`src/rtl/tmc_pkg.sv`:
```
/*
 * Package of the 16-bit timer/counter: register map, field positions,
 * reset values, counts and the operating mode type.
 * Assumes a 32-bit AXI4-Lite register bus with byte addresses of ADDR_W bits.
 */
package tmc_pkg;

   // ----------------------------------------
   // Register map (byte addresses)
   // ----------------------------------------
   localparam int ADDR_W = 8;
   localparam logic [ADDR_W-1:0] ADDR_COUNT_LO = 8'h00;
   localparam logic [ADDR_W-1:0] ADDR_COUNT_HI = 8'h04;
   localparam logic [ADDR_W-1:0] ADDR_IRQ_FLAGS = 8'h08;
   localparam logic [ADDR_W-1:0] ADDR_IRQ_ENABLES = 8'h0C;
   localparam logic [ADDR_W-1:0] ADDR_CONTROL = 8'h10;
   localparam logic [ADDR_W-1:0] ADDR_PIN_CTRL = 8'h14;
   localparam logic [ADDR_W-1:0] ADDR_PIN_READ = 8'h18;

   // ----------------------------------------
   // Field positions
   // ----------------------------------------
   localparam int CTL_RUN_BIT = 0;
   localparam int CTL_CS_BIT = 1;
   localparam int CTL_SYNC_N_BIT = 2;
   localparam int CTL_OSCEN_BIT = 3;
   localparam int CTL_PS_LSB = 4;
   localparam int CTL_STAT_BIT = 6;
   localparam int OVF_BIT = 0;
   localparam int PIN_DRV_LSB = 2;

   // ----------------------------------------
   // Values and counts
   // ----------------------------------------
   localparam logic [5:0] CTL_RESET = 6'h00;
   localparam logic [15:0] COUNT_ZERO = 16'h0000;
   localparam logic [15:0] COUNT_MAX = 16'hFFFF;
   localparam logic [1:0] SYSCLK_SEL_TIMER_OSC = 2'b01;
   localparam int INSTR_DIV_DEF = 4;
   localparam int PRE_BITS_DEF = 3;
   localparam logic [1:0] RESP_OKAY = 2'b00;
   localparam logic [1:0] RESP_SLVERR = 2'b10;

   typedef enum logic [1:0] {
      MODE_TIMER = 2'b00,
      MODE_SYNC = 2'b01,
      MODE_ASYNC = 2'b10
   } tmc_mode_t;

endpackage

```
`src/rtl/tmc_pre_if.sv`:
```
/*
 * Carrier between the timer core and its prescaler.
 * Assumes both ends sit on the same aclk.
 */
`timescale 1ns/1ps
interface tmc_pre_if;
   logic tick_in;
   logic clear;
   logic [1:0] ratio_sel;
   logic tick_out;
   modport ctrl (output tick_in, output clear, output ratio_sel, input tick_out);
   modport pre (input tick_in, input clear, input ratio_sel, output tick_out);
endinterface

```
`src/rtl/tmc_edge_sync.sv`:
```
/*
 * Rising edge detection on the external count pin: one path through a
 * two-stage synchroniser, one raw path for the unsynchronised mode.
 * Assumes the pin is slow against aclk.
 */
`timescale 1ns/1ps
module tmc_edge_sync (
   input wire logic aclk,
   input wire logic aresetn,
   input wire logic pin_i,
   output logic rise_sync,
   output logic rise_raw
);
   logic meta_reg;
   logic sync_reg;
   logic sync_prev_reg;
   logic raw_prev_reg;

   // Stage one feeds only stage two
   always_ff @(posedge aclk) begin
      if (!aresetn) begin
         meta_reg <= 1'b0;
         sync_reg <= 1'b0;
         sync_prev_reg <= 1'b0;
      end else begin
         meta_reg <= pin_i;
         sync_reg <= meta_reg;
         sync_prev_reg <= sync_reg;
      end
   end

   always_ff @(posedge aclk) begin
      if (!aresetn) begin
         raw_prev_reg <= 1'b0;
      end else begin
         raw_prev_reg <= pin_i;
      end
   end

   assign rise_sync = sync_reg & ~sync_prev_reg;
   assign rise_raw = pin_i & ~raw_prev_reg;

endmodule // tmc_edge_sync

```
`src/rtl/tmc_prescaler.sv`:
```
/*
 * Prescaler: passes one tick out of 1, 2, 4 or 8 ticks in.
 * Assumes tick_in is a one-cycle pulse and clear may come at any time.
 */
`timescale 1ns/1ps
module tmc_prescaler #(
   parameter int PRE_BITS = tmc_pkg::PRE_BITS_DEF
) (
   input wire logic aclk,
   input wire logic aresetn,
   tmc_pre_if.pre bus
);
   import tmc_pkg::*;

   logic [PRE_BITS-1:0] cnt_reg;
   logic [PRE_BITS-1:0] mask;
   logic tick_out_reg;

   if (PRE_BITS < 3) begin : g_bad_width
      $error("PRE_BITS must hold a 1:8 ratio");
   end

   assign mask = PRE_BITS'((1 << bus.ratio_sel) - 1);
   assign bus.tick_out = tick_out_reg;

   always_ff @(posedge aclk) begin
      if (!aresetn) begin
         cnt_reg <= '0;
         tick_out_reg <= 1'b0;
      end else if (bus.clear) begin
         cnt_reg <= '0;
         tick_out_reg <= 1'b0;
      end else if (bus.tick_in) begin
         // Full period done: emit and restart
         tick_out_reg <= ((cnt_reg & mask) == mask);
         cnt_reg <= ((cnt_reg & mask) == mask) ? '0 : cnt_reg + 1'b1;
      end else begin
         tick_out_reg <= 1'b0;
      end
   end

   presc_clear_a: assert property (@(posedge aclk) disable iff (!aresetn)
      bus.clear |=> !bus.tick_out && cnt_reg == '0) else $error("prescaler not cleared");

endmodule // tmc_prescaler

```
`src/rtl/tmc_timer_top.sv`:
```
/*
 * 16-bit timer/counter with prescaler, overflow flag, compare reset input
 * and oscillator pin control, reached over an AXI4-Lite slave.
 * Assumes one clock aclk at 40 MHz and inputs synchronous to it, except the
 * external count pin which is synchronised or edge detected here.
 */
`timescale 1ns/1ps
module tmc_timer_top #(
   parameter int INSTR_DIV = tmc_pkg::INSTR_DIV_DEF,
   parameter int PRE_BITS = tmc_pkg::PRE_BITS_DEF
) (
   input wire logic aclk,
   input wire logic aresetn,
   input wire logic [tmc_pkg::ADDR_W-1:0] s_axi_awaddr,
   input wire logic s_axi_awvalid,
   output logic s_axi_awready,
   input wire logic [31:0] s_axi_wdata,
   input wire logic [3:0] s_axi_wstrb,
   input wire logic s_axi_wvalid,
   output logic s_axi_wready,
   output logic [1:0] s_axi_bresp,
   output logic s_axi_bvalid,
   input wire logic s_axi_bready,
   input wire logic [tmc_pkg::ADDR_W-1:0] s_axi_araddr,
   input wire logic s_axi_arvalid,
   output logic s_axi_arready,
   output logic [31:0] s_axi_rdata,
   output logic [1:0] s_axi_rresp,
   output logic s_axi_rvalid,
   input wire logic s_axi_rready,
   input wire logic compare_unit_trigger,
   input wire logic [1:0] system_clock_select,
   input wire logic timer_osc_fail,
   input wire logic osc_amp_output_pin_i,
   output logic osc_amp_output_pin_o,
   output logic osc_amp_output_pin_oe,
   input wire logic osc_input_pin_i,
   output logic osc_input_pin_o,
   output logic osc_input_pin_oe,
   output logic timer_osc_inverter_en,
   output logic overflow_irq,
   output logic [15:0] count_value
);
   import tmc_pkg::*;

   if (INSTR_DIV < 2 || INSTR_DIV > 256) begin : g_bad_div
      $error("INSTR_DIV out of range 2..256");
   end

   // ----------------------------------------
   // AXI4-Lite slave
   // ----------------------------------------
   logic aw_held_reg;
   logic w_held_reg;
   logic [ADDR_W-1:0] waddr_reg;
   logic [7:0] wbyte_reg;
   logic wlane_reg;
   logic awready_reg;
   logic wready_reg;
   logic bvalid_reg;
   logic [1:0] bresp_reg;
   logic arready_reg;
   logic rvalid_reg;
   logic [1:0] rresp_reg;
   logic [31:0] rdata_reg;
   logic [ADDR_W-1:0] raddr_reg;
   logic aw_hs;
   logic w_hs;
   logic ar_hs;
   logic commit;
   logic waddr_ok;

   assign aw_hs = s_axi_awvalid & awready_reg;
   assign w_hs = s_axi_wvalid & wready_reg;
   assign ar_hs = s_axi_arvalid & arready_reg;
   assign commit = aw_held_reg & w_held_reg & ~bvalid_reg;
   assign waddr_ok = (waddr_reg == ADDR_COUNT_LO) || (waddr_reg == ADDR_COUNT_HI) ||
                     (waddr_reg == ADDR_IRQ_FLAGS) || (waddr_reg == ADDR_IRQ_ENABLES) ||
                     (waddr_reg == ADDR_CONTROL) || (waddr_reg == ADDR_PIN_CTRL);

   // Address and data are taken in either order, then committed together
   always_ff @(posedge aclk) begin
      if (!aresetn) begin
         aw_held_reg <= 1'b0;
         waddr_reg <= '0;
         awready_reg <= 1'b0;
      end else begin
         if (aw_hs) begin
            aw_held_reg <= 1'b1;
            waddr_reg <= s_axi_awaddr;
         end else if (commit) begin
            aw_held_reg <= 1'b0;
         end
         awready_reg <= ~(aw_hs | (aw_held_reg & ~commit));
      end
   end

   always_ff @(posedge aclk) begin
      if (!aresetn) begin
         w_held_reg <= 1'b0;
         wbyte_reg <= 8'h00;
         wlane_reg <= 1'b0;
         wready_reg <= 1'b0;
      end else begin
         if (w_hs) begin
            w_held_reg <= 1'b1;
            wbyte_reg <= s_axi_wdata[7:0];
            wlane_reg <= s_axi_wstrb[0];
         end else if (commit) begin
            w_held_reg <= 1'b0;
         end
         wready_reg <= ~(w_hs | (w_held_reg & ~commit));
      end
   end

   always_ff @(posedge aclk) begin
      if (!aresetn) begin
         bvalid_reg <= 1'b0;
         bresp_reg <= RESP_OKAY;
      end else if (commit) begin
         bvalid_reg <= 1'b1;
         bresp_reg <= waddr_ok ? RESP_OKAY : RESP_SLVERR;
      end else if (s_axi_bready) begin
         bvalid_reg <= 1'b0;
      end
   end

   // Register write strobes; only byte lane 0 carries data
   logic wr_en;
   logic wr_cnt_lo;
   logic wr_cnt_hi;
   logic wr_count;
   logic wr_flags;
   logic wr_enables;
   logic wr_ctl;
   logic wr_pins;

   assign wr_en = commit & wlane_reg;
   assign wr_cnt_lo = wr_en & (waddr_reg == ADDR_COUNT_LO);
   assign wr_cnt_hi = wr_en & (waddr_reg == ADDR_COUNT_HI);
   assign wr_count = wr_cnt_lo | wr_cnt_hi;
   assign wr_flags = wr_en & (waddr_reg == ADDR_IRQ_FLAGS);
   assign wr_enables = wr_en & (waddr_reg == ADDR_IRQ_ENABLES);
   assign wr_ctl = wr_en & (waddr_reg == ADDR_CONTROL);
   assign wr_pins = wr_en & (waddr_reg == ADDR_PIN_CTRL);

   // ----------------------------------------
   // Control and status
   // ----------------------------------------
   logic [5:0] ctl_reg;
   logic sysclk_from_timer_osc_reg;
   logic timer_run;
   logic clock_source_select;
   logic ext_clock_sync_n;
   logic timer_osc_enable;
   logic [1:0] prescale_select;

   assign timer_run = ctl_reg[CTL_RUN_BIT];
   assign clock_source_select = ctl_reg[CTL_CS_BIT];
   assign ext_clock_sync_n = ctl_reg[CTL_SYNC_N_BIT];
   assign timer_osc_enable = ctl_reg[CTL_OSCEN_BIT];
   assign prescale_select = ctl_reg[CTL_PS_LSB+1:CTL_PS_LSB];

   always_ff @(posedge aclk) begin
      if (!aresetn) begin
         ctl_reg <= CTL_RESET;
      end else if (wr_ctl) begin
         ctl_reg <= wbyte_reg[5:0];
      end
   end

   // Status follows the clock switch; a failed oscillator drops it at the next aclk edge
   always_ff @(posedge aclk) begin
      if (!aresetn) begin
         sysclk_from_timer_osc_reg <= 1'b0;
      end else begin
         sysclk_from_timer_osc_reg <= (system_clock_select == SYSCLK_SEL_TIMER_OSC) &&
                                      timer_osc_enable && !timer_osc_fail;
      end
   end

   always_ff @(posedge aclk) begin
      if (!aresetn) begin
         timer_osc_inverter_en <= 1'b0;
      end else begin
         timer_osc_inverter_en <= timer_osc_enable;
      end
   end

   // ----------------------------------------
   // Tick sources
   // ----------------------------------------
   logic [7:0] div_reg;
   logic instr_tick_reg;
   logic ext_rise_sync;
   logic ext_rise_raw;
   tmc_mode_t mode;
   logic src_tick;

   always_ff @(posedge aclk) begin
      if (!aresetn) begin
         div_reg <= 8'h00;
         instr_tick_reg <= 1'b0;
      end else if (div_reg == 8'(INSTR_DIV - 1)) begin
         div_reg <= 8'h00;
         instr_tick_reg <= 1'b1;
      end else begin
         div_reg <= div_reg + 8'h01;
         instr_tick_reg <= 1'b0;
      end
   end

   // External count clock shares the oscillator amplifier pin
   tmc_edge_sync u_edge (
      .aclk(aclk),
      .aresetn(aresetn),
      .pin_i(osc_amp_output_pin_i),
      .rise_sync(ext_rise_sync),
      .rise_raw(ext_rise_raw)
   );

   always_comb begin
      if (!clock_source_select) begin
         mode = MODE_TIMER;
      end else if (ext_clock_sync_n) begin
         mode = MODE_ASYNC;
      end else begin
         mode = MODE_SYNC;
      end
   end

   // Unsynchronised mode still lives on aclk: it only saves the synchroniser delay
   always_comb begin
      unique case (mode)
         MODE_TIMER: src_tick = instr_tick_reg;
         MODE_SYNC: src_tick = ext_rise_sync;
         MODE_ASYNC: src_tick = ext_rise_raw;
         default: src_tick = 1'b0;
      endcase
   end

   // ----------------------------------------
   // Prescaler and count
   // ----------------------------------------
   tmc_pre_if pre_bus ();
   logic [15:0] count_reg;
   logic cnt_tick;
   logic ovf_event;

   assign pre_bus.tick_in = src_tick & timer_run;
   assign pre_bus.clear = wr_count;
   assign pre_bus.ratio_sel = prescale_select;

   tmc_prescaler #(
      .PRE_BITS(PRE_BITS)
   ) u_pre (
      .aclk(aclk),
      .aresetn(aresetn),
      .bus(pre_bus.pre)
   );

   assign cnt_tick = pre_bus.tick_out & timer_run;
   assign ovf_event = cnt_tick & (count_reg == COUNT_MAX) & ~wr_count & ~compare_unit_trigger;

   always_ff @(posedge aclk) begin
      if (!aresetn) begin
         count_reg <= COUNT_ZERO;
      end else if (wr_count) begin
         if (wr_cnt_lo) begin
            count_reg[7:0] <= wbyte_reg;
         end
         if (wr_cnt_hi) begin
            count_reg[15:8] <= wbyte_reg;
         end
      end else if (compare_unit_trigger) begin
         count_reg <= COUNT_ZERO;
      end else if (cnt_tick) begin
         count_reg <= count_reg + 16'h0001;
      end
   end

   assign count_value = count_reg;

   // ----------------------------------------
   // Overflow flag and request
   // ----------------------------------------
   logic overflow_flag_reg;
   logic overflow_irq_enable_reg;

   // A wrap in the clearing cycle keeps the flag set
   always_ff @(posedge aclk) begin
      if (!aresetn) begin
         overflow_flag_reg <= 1'b0;
      end else if (ovf_event) begin
         overflow_flag_reg <= 1'b1;
      end else if (wr_flags && wbyte_reg[OVF_BIT]) begin
         overflow_flag_reg <= 1'b0;
      end
   end

   always_ff @(posedge aclk) begin
      if (!aresetn) begin
         overflow_irq_enable_reg <= 1'b0;
      end else if (wr_enables) begin
         overflow_irq_enable_reg <= wbyte_reg[OVF_BIT];
      end
   end

   always_ff @(posedge aclk) begin
      if (!aresetn) begin
         overflow_irq <= 1'b0;
      end else begin
         overflow_irq <= overflow_flag_reg & overflow_irq_enable_reg;
      end
   end

   // ----------------------------------------
   // Oscillator pins
   // ----------------------------------------
   logic [1:0] pin_out_reg;
   logic [1:0] pin_drv_reg;
   logic [1:0] pin_level;

   always_ff @(posedge aclk) begin
      if (!aresetn) begin
         pin_out_reg <= 2'b00;
         pin_drv_reg <= 2'b00;
      end else if (wr_pins) begin
         pin_out_reg <= wbyte_reg[1:0];
         pin_drv_reg <= wbyte_reg[PIN_DRV_LSB+1:PIN_DRV_LSB];
      end
   end

   always_ff @(posedge aclk) begin
      if (!aresetn) begin
         osc_amp_output_pin_oe <= 1'b0;
         osc_input_pin_oe <= 1'b0;
      end else begin
         osc_amp_output_pin_oe <= pin_drv_reg[0] & ~timer_osc_enable;
         osc_input_pin_oe <= pin_drv_reg[1] & ~timer_osc_enable;
      end
   end

   assign osc_amp_output_pin_o = pin_out_reg[0];
   assign osc_input_pin_o = pin_out_reg[1];
   assign pin_level = timer_osc_enable ? 2'b00 : {osc_input_pin_i, osc_amp_output_pin_i};

   // ----------------------------------------
   // Read path
   // ----------------------------------------
   logic [7:0] rd_byte;
   logic rd_ok;

   always_comb begin
      rd_byte = 8'h00;
      rd_ok = 1'b1;
      unique case (s_axi_araddr)
         ADDR_COUNT_LO: rd_byte = count_reg[7:0];
         ADDR_COUNT_HI: rd_byte = count_reg[15:8];
         ADDR_IRQ_FLAGS: rd_byte = {7'h00, overflow_flag_reg};
         ADDR_IRQ_ENABLES: rd_byte = {7'h00, overflow_irq_enable_reg};
         ADDR_CONTROL: rd_byte = {1'b0, sysclk_from_timer_osc_reg, ctl_reg};
         ADDR_PIN_CTRL: rd_byte = {4'h0, pin_drv_reg, pin_out_reg};
         ADDR_PIN_READ: rd_byte = {6'h00, pin_level};
         default: rd_ok = 1'b0;
      endcase
   end

   always_ff @(posedge aclk) begin
      if (!aresetn) begin
         rvalid_reg <= 1'b0;
         rdata_reg <= 32'h0000_0000;
         rresp_reg <= RESP_OKAY;
         raddr_reg <= '0;
         arready_reg <= 1'b0;
      end else begin
         if (ar_hs) begin
            rvalid_reg <= 1'b1;
            rdata_reg <= {24'h00_0000, rd_byte};
            rresp_reg <= rd_ok ? RESP_OKAY : RESP_SLVERR;
            raddr_reg <= s_axi_araddr;
         end else if (s_axi_rready) begin
            rvalid_reg <= 1'b0;
         end
         arready_reg <= ~ar_hs & ~(rvalid_reg & ~s_axi_rready);
      end
   end

   assign s_axi_awready = awready_reg;
   assign s_axi_wready = wready_reg;
   assign s_axi_bvalid = bvalid_reg;
   assign s_axi_bresp = bresp_reg;
   assign s_axi_arready = arready_reg;
   assign s_axi_rvalid = rvalid_reg;
   assign s_axi_rresp = rresp_reg;
   assign s_axi_rdata = rdata_reg;

   // ----------------------------------------
   // Checks
   // ----------------------------------------
   count_wrap_a: assert property (@(posedge aclk) disable iff (!aresetn)
      cnt_tick && count_reg == COUNT_MAX && !wr_count && !compare_unit_trigger |=> count_reg == COUNT_ZERO)
      else $error("count did not wrap to zero");

   overflow_set_a: assert property (@(posedge aclk) disable iff (!aresetn)
      ovf_event |=> overflow_flag_reg ##1 overflow_flag_reg || $past(wr_flags))
      else $error("overflow flag not latched");

   irq_gate_a: assert property (@(posedge aclk) disable iff (!aresetn)
      ((!overflow_irq_enable_reg) [*2] |-> !overflow_irq) and
      ((overflow_flag_reg && overflow_irq_enable_reg) [*2] |-> overflow_irq))
      else $error("request not gated by enable");

   run_freeze_a: assert property (@(posedge aclk) disable iff (!aresetn)
      !timer_run && !wr_count && !compare_unit_trigger |=> $stable(count_reg))
      else $error("count moved while stopped");

   trigger_clear_a: assert property (@(posedge aclk) disable iff (!aresetn)
      compare_unit_trigger && !wr_count && !overflow_flag_reg && !ovf_event
      |=> count_reg == COUNT_ZERO && !overflow_flag_reg)
      else $error("trigger did not clear count");

   write_wins_a: assert property (@(posedge aclk) disable iff (!aresetn)
      wr_cnt_lo && compare_unit_trigger |=> count_reg[7:0] == $past(wbyte_reg))
      else $error("trigger beat software write");

   pin_input_a: assert property (@(posedge aclk) disable iff (!aresetn)
      timer_osc_enable [*2] |-> !osc_amp_output_pin_oe && !osc_input_pin_oe && pin_level == 2'b00)
      else $error("oscillator pins not forced to inputs");

   ctl_read_a: assert property (@(posedge aclk) disable iff (!aresetn)
      rvalid_reg && raddr_reg == ADDR_CONTROL |-> rdata_reg[7] == 1'b0)
      else $error("control bit 7 read non-zero");

   status_bit_a: assert property (@(posedge aclk) disable iff (!aresetn)
      system_clock_select != SYSCLK_SEL_TIMER_OSC |=> !sysclk_from_timer_osc_reg)
      else $error("status set without timer clock select");

endmodule // tmc_timer_top

```
`config.mk`:
```
export PLATFORM = sky130hd
export DESIGN_NAME = tmc_timer_top
export DESIGN_NICKNAME = d
export VERILOG_FILES = /design/src/rtl/tmc_pkg.sv /design/src/rtl/tmc_pre_if.sv /design/src/rtl/tmc_edge_sync.sv /design/src/rtl/tmc_prescaler.sv /design/src/rtl/tmc_timer_top.sv
export SDC_FILE = /design/constraint.sdc
export NUM_CORES = 1
export LEC_CHECK = 0
export ABC_AREA = 0
export BUFFER_PORTS_ARGS = -buffer_cell sky130_fd_sc_hd__buf_2
export CAP_MARGIN = 20
export CORE_AREA = 4 4 114 89
export CTS_BUF_LIST = sky130_fd_sc_hd__clkbuf_16
export DETAILED_ROUTE_END_ITERATION = 8
export DIE_AREA = 0 0 118 93
export GPL_ROUTABILITY_DRIVEN = 0
export GPL_TIMING_DRIVEN = 0
export PLACE_DENSITY = 0.71
export SKIP_CTS_REPAIR_TIMING = 1
export SYNTH_ARGS = -nofsm -noshare
export SYNTH_HDL_FRONTEND = slang
export SYNTH_HIERARCHICAL = 1
export SYNTH_SLANG_ARGS = --single-unit
```
`constraint.sdc`:
```
create_clock -name aclk -period 2.97 [get_ports aclk]
set_clock_uncertainty 0.1 [all_clocks]
set_input_delay 0.1485 -clock aclk [delete_from_list [all_inputs] [get_ports aclk]]
set_output_delay 0.1485 -clock aclk [all_outputs]
set_load 0.01 [all_outputs]
```
==> results of run 1 <==
[worst max-delay path: cells and delay by family, from the launching register on]
family / cells / cell delay [ns]
flip-flops: 1 / 0.36
AND/OR/NAND/NOR: 2 / 1.11
multiplexers: 1 / 0.36
buffers and inverters: 1 / 0.28
AO/OA/AOI/OAI: 2 / 0.29
[final cells by class]
class	count	area, µm²
Fill cell	827	3910
Sequential cell	83	1660
Timing Repair Buffer	90	546
Clock inverter	7	35.0
Tap cell	112	140
Inverter	7	26.3
Buffer	49	293
Clock buffer	9	225
Multi-Input combinational cell	348	2100
[power breakdown]
group | total [mW] | leakage (nW) | switching (mW) | internal [mW]
clock network | 0.982 | 0.121 | 0.430 | 0.552
logic | 0.251 | 1.27 | 0.138 | 0.113
registers | 1.17 | 0.674 | 0.0321 | 1.14
total | 2.41 | 2.06 | 0.600 | 1.81
[cell families after synthesis]
group | share of synthesized area [%]
compound gates | 15.7
fa+ha+maj | 0.943
mux | 7.35
buf+inv | 8.01
xor+xnor | 1.76
simple gates | 24.4
other cells | 0.0942
flops | 41.7
[metal layers]
metal / wire length (µm) / share of wire, % / GRT usage (%) / vias to the layer above
met5: 0 / 0 / 0 / -
met4: 206 / 1.8 / 7.22 / 0
met3: 1090 / 9.6 / 6.89 / 25
met2: 4900 / 43 / 31.0 / 206
met1: 5160 / 45 / 28.1 / 1758
li1: - / - / - / 1855
[placed cells by master (no fill, tap or decap), types with 15 or more instances in the layout]
cell type,n
mux2i_1,18
conb_1,26
dlygate4sd3_1,19
a21oi_1,44
nand2_1,61
dfxtp_1,83
buf_4,28
nand3_1,28
nor2_1,28
o21ai_0,15
buf_2,74
[final timing paths]
kind	to	slack [ns]	depth (start not counted)
worst max register to register	count_value[11]	0.37	6
worst min-delay path	waddr_reg[5]	-0.02	3
worst max-delay path	count_value[11]	0.37	6
worst min register to register	u_edge/sync_reg	0.36	1
==> flow_summary.yaml, run 1 <==
status:
  status: "finished with violations"
  violations: "negative hold slack"
floorplan:
  start_util_pct: 44.6
  fp.coreArea_mm2: 0.00893
  die_y_um: 93
  die_x_um: 118
  ios: 128
  rows: 30
  die_area_mm2: 0.0110
timing:
  rsz0062_at_grt: "no"
  tightestPinTransition_ns: 0.719
  holdWs_ns: -0.0158
  slew_headroom_pct: 52.1
  setup_ws_ns: 0.374
  hold_viol_final: 2
  fmax_mhz: 385
  finalSetupTns_ns: 0
  setup_violations: 0
  period_needed_ns: 2.60
  drv_slew: 0
  finalCritPeriodShare_pct: 87.4
synthesis:
  yosysMostFrequentCell: "dfxtp_1"
  syn_area_mm2: 0.00398
  avgSynthCellArea_um2: 8.62
  syn_inst: 462
  synth_seq_cells: 83
  synth_common_cells: "dfxtp_1 (83), nand2_1 (61), a21oi_1 (44)"
  async_reset_ff_share_pct: 0
  synth_flop_cell: "dfxtp_1"
  yosys.area.top_type: "dfxtp_1"
  synth_edf_count: 0
  ys_warn_count: 6
  synth.distinct_cells: 56
  yosysSeqAreaShare_pct: 41.7
  yosys-top-cells-area: "dfxtp_1 (42%), nand2_1 (5.7%), a21oi_1 (5.5%)"
  netlist.area_leader.share_pct: 41.7
hold_path:
  hold_start: "s_axi_awaddr[5]"
  hp-class: "in2reg"
worst_setup_path:
  r2r-start: "waddr_reg[3]"
  crit_type: "reg2reg"
  max_stage_delay_ns: 0.58
  crit_fanout: 10
  arrival_ns: 2.75
  cp-startpoint: "waddr_reg[3]"
  cp_slowest_cell: "or4_4"
  start_kind: "flop"
  crit_chain: "or4_4 -> nor4_4 -> mux2i_1 -> buf_2 -> o211ai_1 -> o21ai_1"
  critPathCaptureType: "flop"
  cp_data_required_time_ns: 3.13
routing:
  wire_per_inst_um: 16.1
  drtAntennaViolNets: 0
  drc: 0
  routed-via-count: 3844
  post_drt_via_cell_ratio: 5.45
  first_pass_iters: 5
  wirelength_mm: 11.4
  drt_iter0_drc: 364
clocking:
  clock_path_buffers: 2
  htreeDepth: 3
  clkLatencyLatePin_ns: 0.34
  cts.sinks: 83
  cts_tree: "done"
  path_clk_slew_ns: 0.06
  cts-buffers-inserted: 9
  cts_root_buffer: "clkbuf_16"
place:
  place_area_mm2: 0.00457
  hpwlAfterDp_mm: 8.47
  dp_slack_ns: 0.395
  dp.cells: 670
  io_buffers: 71
global_route:
  grt-ovfl-total: 0
  grt_pass1_vias: 3558
  grt_antenna_before_repair: 0
  grt_max_degree: 14
  track_usage_pct: 20.7
  grt_pass1_wl_mm: 18.1
job:
  max_cap_viol_count: 0
layout:
  drive_above_1_share_pct: 21.6
  postLayoutCellArea_mm2: 0.00502
  largest_reg_flops: 16
  stdcell_count: 705
  syn2layout_area_growth_pct: 26.1
  post-route-util_pct: 56.2
  diodes: 0
  num-nets-final: 656
power:
  p_leak_nw: 2.06
  powerDensity_mw_per_mm2: 480
  power_mw: 2.41
  ir_worst_vdd_uv: 330
(Power assumes the default switching activity.)
==> run 2, diff against run 1 <==
Settings changed: ABC_CLOCK_PERIOD_IN_PS set to 2970, PLACE_DENSITY 0.71 to 0.77.
==> run 2 against run 1 <==
  * The run still ends with negative hold slack left
  * Total power is 9.5% higher
  * Sequential share of layout area decreased by 0.35 points
  * Sequential power barely moved
  * Non-clock buffer count decreased by 1
  * Routed wire length increased by 0.48%
  * Sequential cell count unchanged
  * Worst setup slack gained 0.015 ns
  * Core utilization is 0.60 points higher
  * Via count rose by 0.31%
  * Die area stayed put
  * Largest cell class unchanged
  * Highest routed layer unchanged
==> flow_summary.yaml, run 2 (synthesized netlist as in run 1, its figures left out) <==
status:
  status: "finished with violations"
  violations: "negative hold slack"
power:
  powerDensity_mw_per_mm2: 520
  p_leak_nw: 2.09
  ir_worst_vdd_uv: 295
timing:
  setup_violations: 0
  finalSetupTns_ns: 0
  rsz0062_at_grt: "no"
  drv_slew: 0
  setup_ws_ns: 0.389
  holdWs_ns: -0.0195
  tightestPinTransition_ns: 0.783
  period_needed_ns: 2.58
  fmax_mhz: 387
  finalCritPeriodShare_pct: 86.9
  hold_viol_final: 1
  slew_headroom_pct: 47.6
clocking:
  htreeDepth: 3
  cts_tree: "done"
  clock_path_buffers: 2
  cts.sinks: 83
  cts_root_buffer: "clkbuf_16"
  clkLatencyLatePin_ns: 0.34
  cts-buffers-inserted: 9
  path_clk_slew_ns: 0.06
routing:
  routed-via-count: 3856
  drt_iter0_drc: 335
  drc: 0
  post_drt_via_cell_ratio: 5.48
  first_pass_iters: 5
  wirelength_mm: 11.4
  drtAntennaViolNets: 0
  wire_per_inst_um: 16.2
worst_setup_path:
  arrival_ns: 2.74
  start_kind: "flop"
  r2r_cells: 6
  crit_fanout: 10
  crit_type: "reg2reg"
  r2r-start: "waddr_reg[3]"
  rrSetupSlack_ns: 0.39
  r2r_end: "count_value[13]"
  cp-startpoint: "waddr_reg[3]"
  crit_path_end: "count_value[13]"
  critPathCaptureType: "flop"
  cp_data_required_time_ns: 3.13
layout:
  num-nets-final: 655
  largest_reg_flops: 16
  postLayoutCellArea_mm2: 0.00508
  final_common_cell: "dfxtp_1"
  final_cell_mix: "dfxtp_1 (83), buf_2 (74), nand2_1 (61), a21oi_1 (44)"
  multiInputGateArea_mm2: 0.00210
  seqCellArea_mm2: 0.00166
  syn2layout_area_growth_pct: 27.5
  fill_cells: 793
  drive_above_1_share_pct: 22.1
  diodes: 0
job:
  max_cap_viol_count: 0
floorplan:
  ios: 128
  die_area_mm2: 0.0110
  die_y_um: 93
  fp.coreArea_mm2: 0.00893
  die_x_um: 118
  start_util_pct: 44.6
  rows: 30
hold_path:
  holdPathStages: 2
  hp-class: "in2reg"
place:
  io_buffers: 71
  place_area_mm2: 0.00457
  hpwlAfterDp_mm: 8.21
  dp_slack_ns: 0.438
global_route:
  grt_pass1_vias: 3482
  grt-ovfl-total: 0
  grt_max_degree: 16
  track_usage_pct: 20.5
  grt_pass1_wl_mm: 18.0
  grt_antenna_before_repair: 0
[run 2: final cells by class]
class | instances | area share, %
Tap cell | 112 | 2.76
Clock inverter | 7 | 1.95
Multi-Input combinational cell | 348 | 41.3
Clock buffer | 9 | 4.44
Sequential cell | 83 | 32.7
Timing Repair Buffer | 89 | 10.5
Buffer | 49 | 5.77
Inverter | 7 | 0.518
[run 2: worst min path at each step]
stage | startpoint | to | slack (ns)
2_1_floorplan | s_axi_arvalid | s_axi_rresp[1] | 0.16
3_5_place_dp | system_clock_select[0] | sysclk_from_timer_osc_reg | 0.30
6_report | s_axi_arvalid | s_axi_rresp[1] | -0.02
3_3_place_gp | osc_amp_output_pin_i | u_edge/raw_prev_reg | 0.29
4_1_cts | s_axi_wdata[7] | wbyte_reg[7] | -0.06
5_1_grt | s_axi_arvalid | s_axi_rresp[1] | 0.002
[run 2: per-layer routing]
| metal | vias up | track usage [%] | share of wire [%] |
|---|---|---|---|
| met5 | - | 0 | 0 |
| met4 | 0 | 6.24 | 1.4 |
| met3 | 18 | 7.13 | 11 |
| met2 | 238 | 30.7 | 43 |
| met1 | 1755 | 27.9 | 44 |
| li1 | 1845 | - | - |
[run 2: critical path, cell delays in order, from the launching register on]
cell	delay [ns]
dfxtp_1	0.35
or4_4	0.58
nor4_4	0.51
mux2i_1	0.39
buf_2	0.29
a21oi_1	0.08
o22ai_1	0.20
[run 2: metrics by stage]
| stage | power (mW) | utilization [%] | hold WS [ns] | instances |
|---|---|---|---|---|
| final | 2.64 | 56.8 | -0.0195 | 704 |
| after global routing | 2.73 | 56.8 | 0.00222 | 704 |
| after CTS | 2.62 | 54.8 | -0.0590 | 686 |
| after detailed placement | 1.42 | 51.2 | 0.296 | 670 |
| after global placement | 1.42 | 51.2 | 0.294 | 670 |
| after floorplan | 1.35 | - | 0.165 | 487 |
[run 2: power breakdown]
group          switching [mW]  internal (mW)
clock                   0.471          0.742
sequential             0.0314           1.14
combinational           0.139          0.113
total                   0.641           2.00
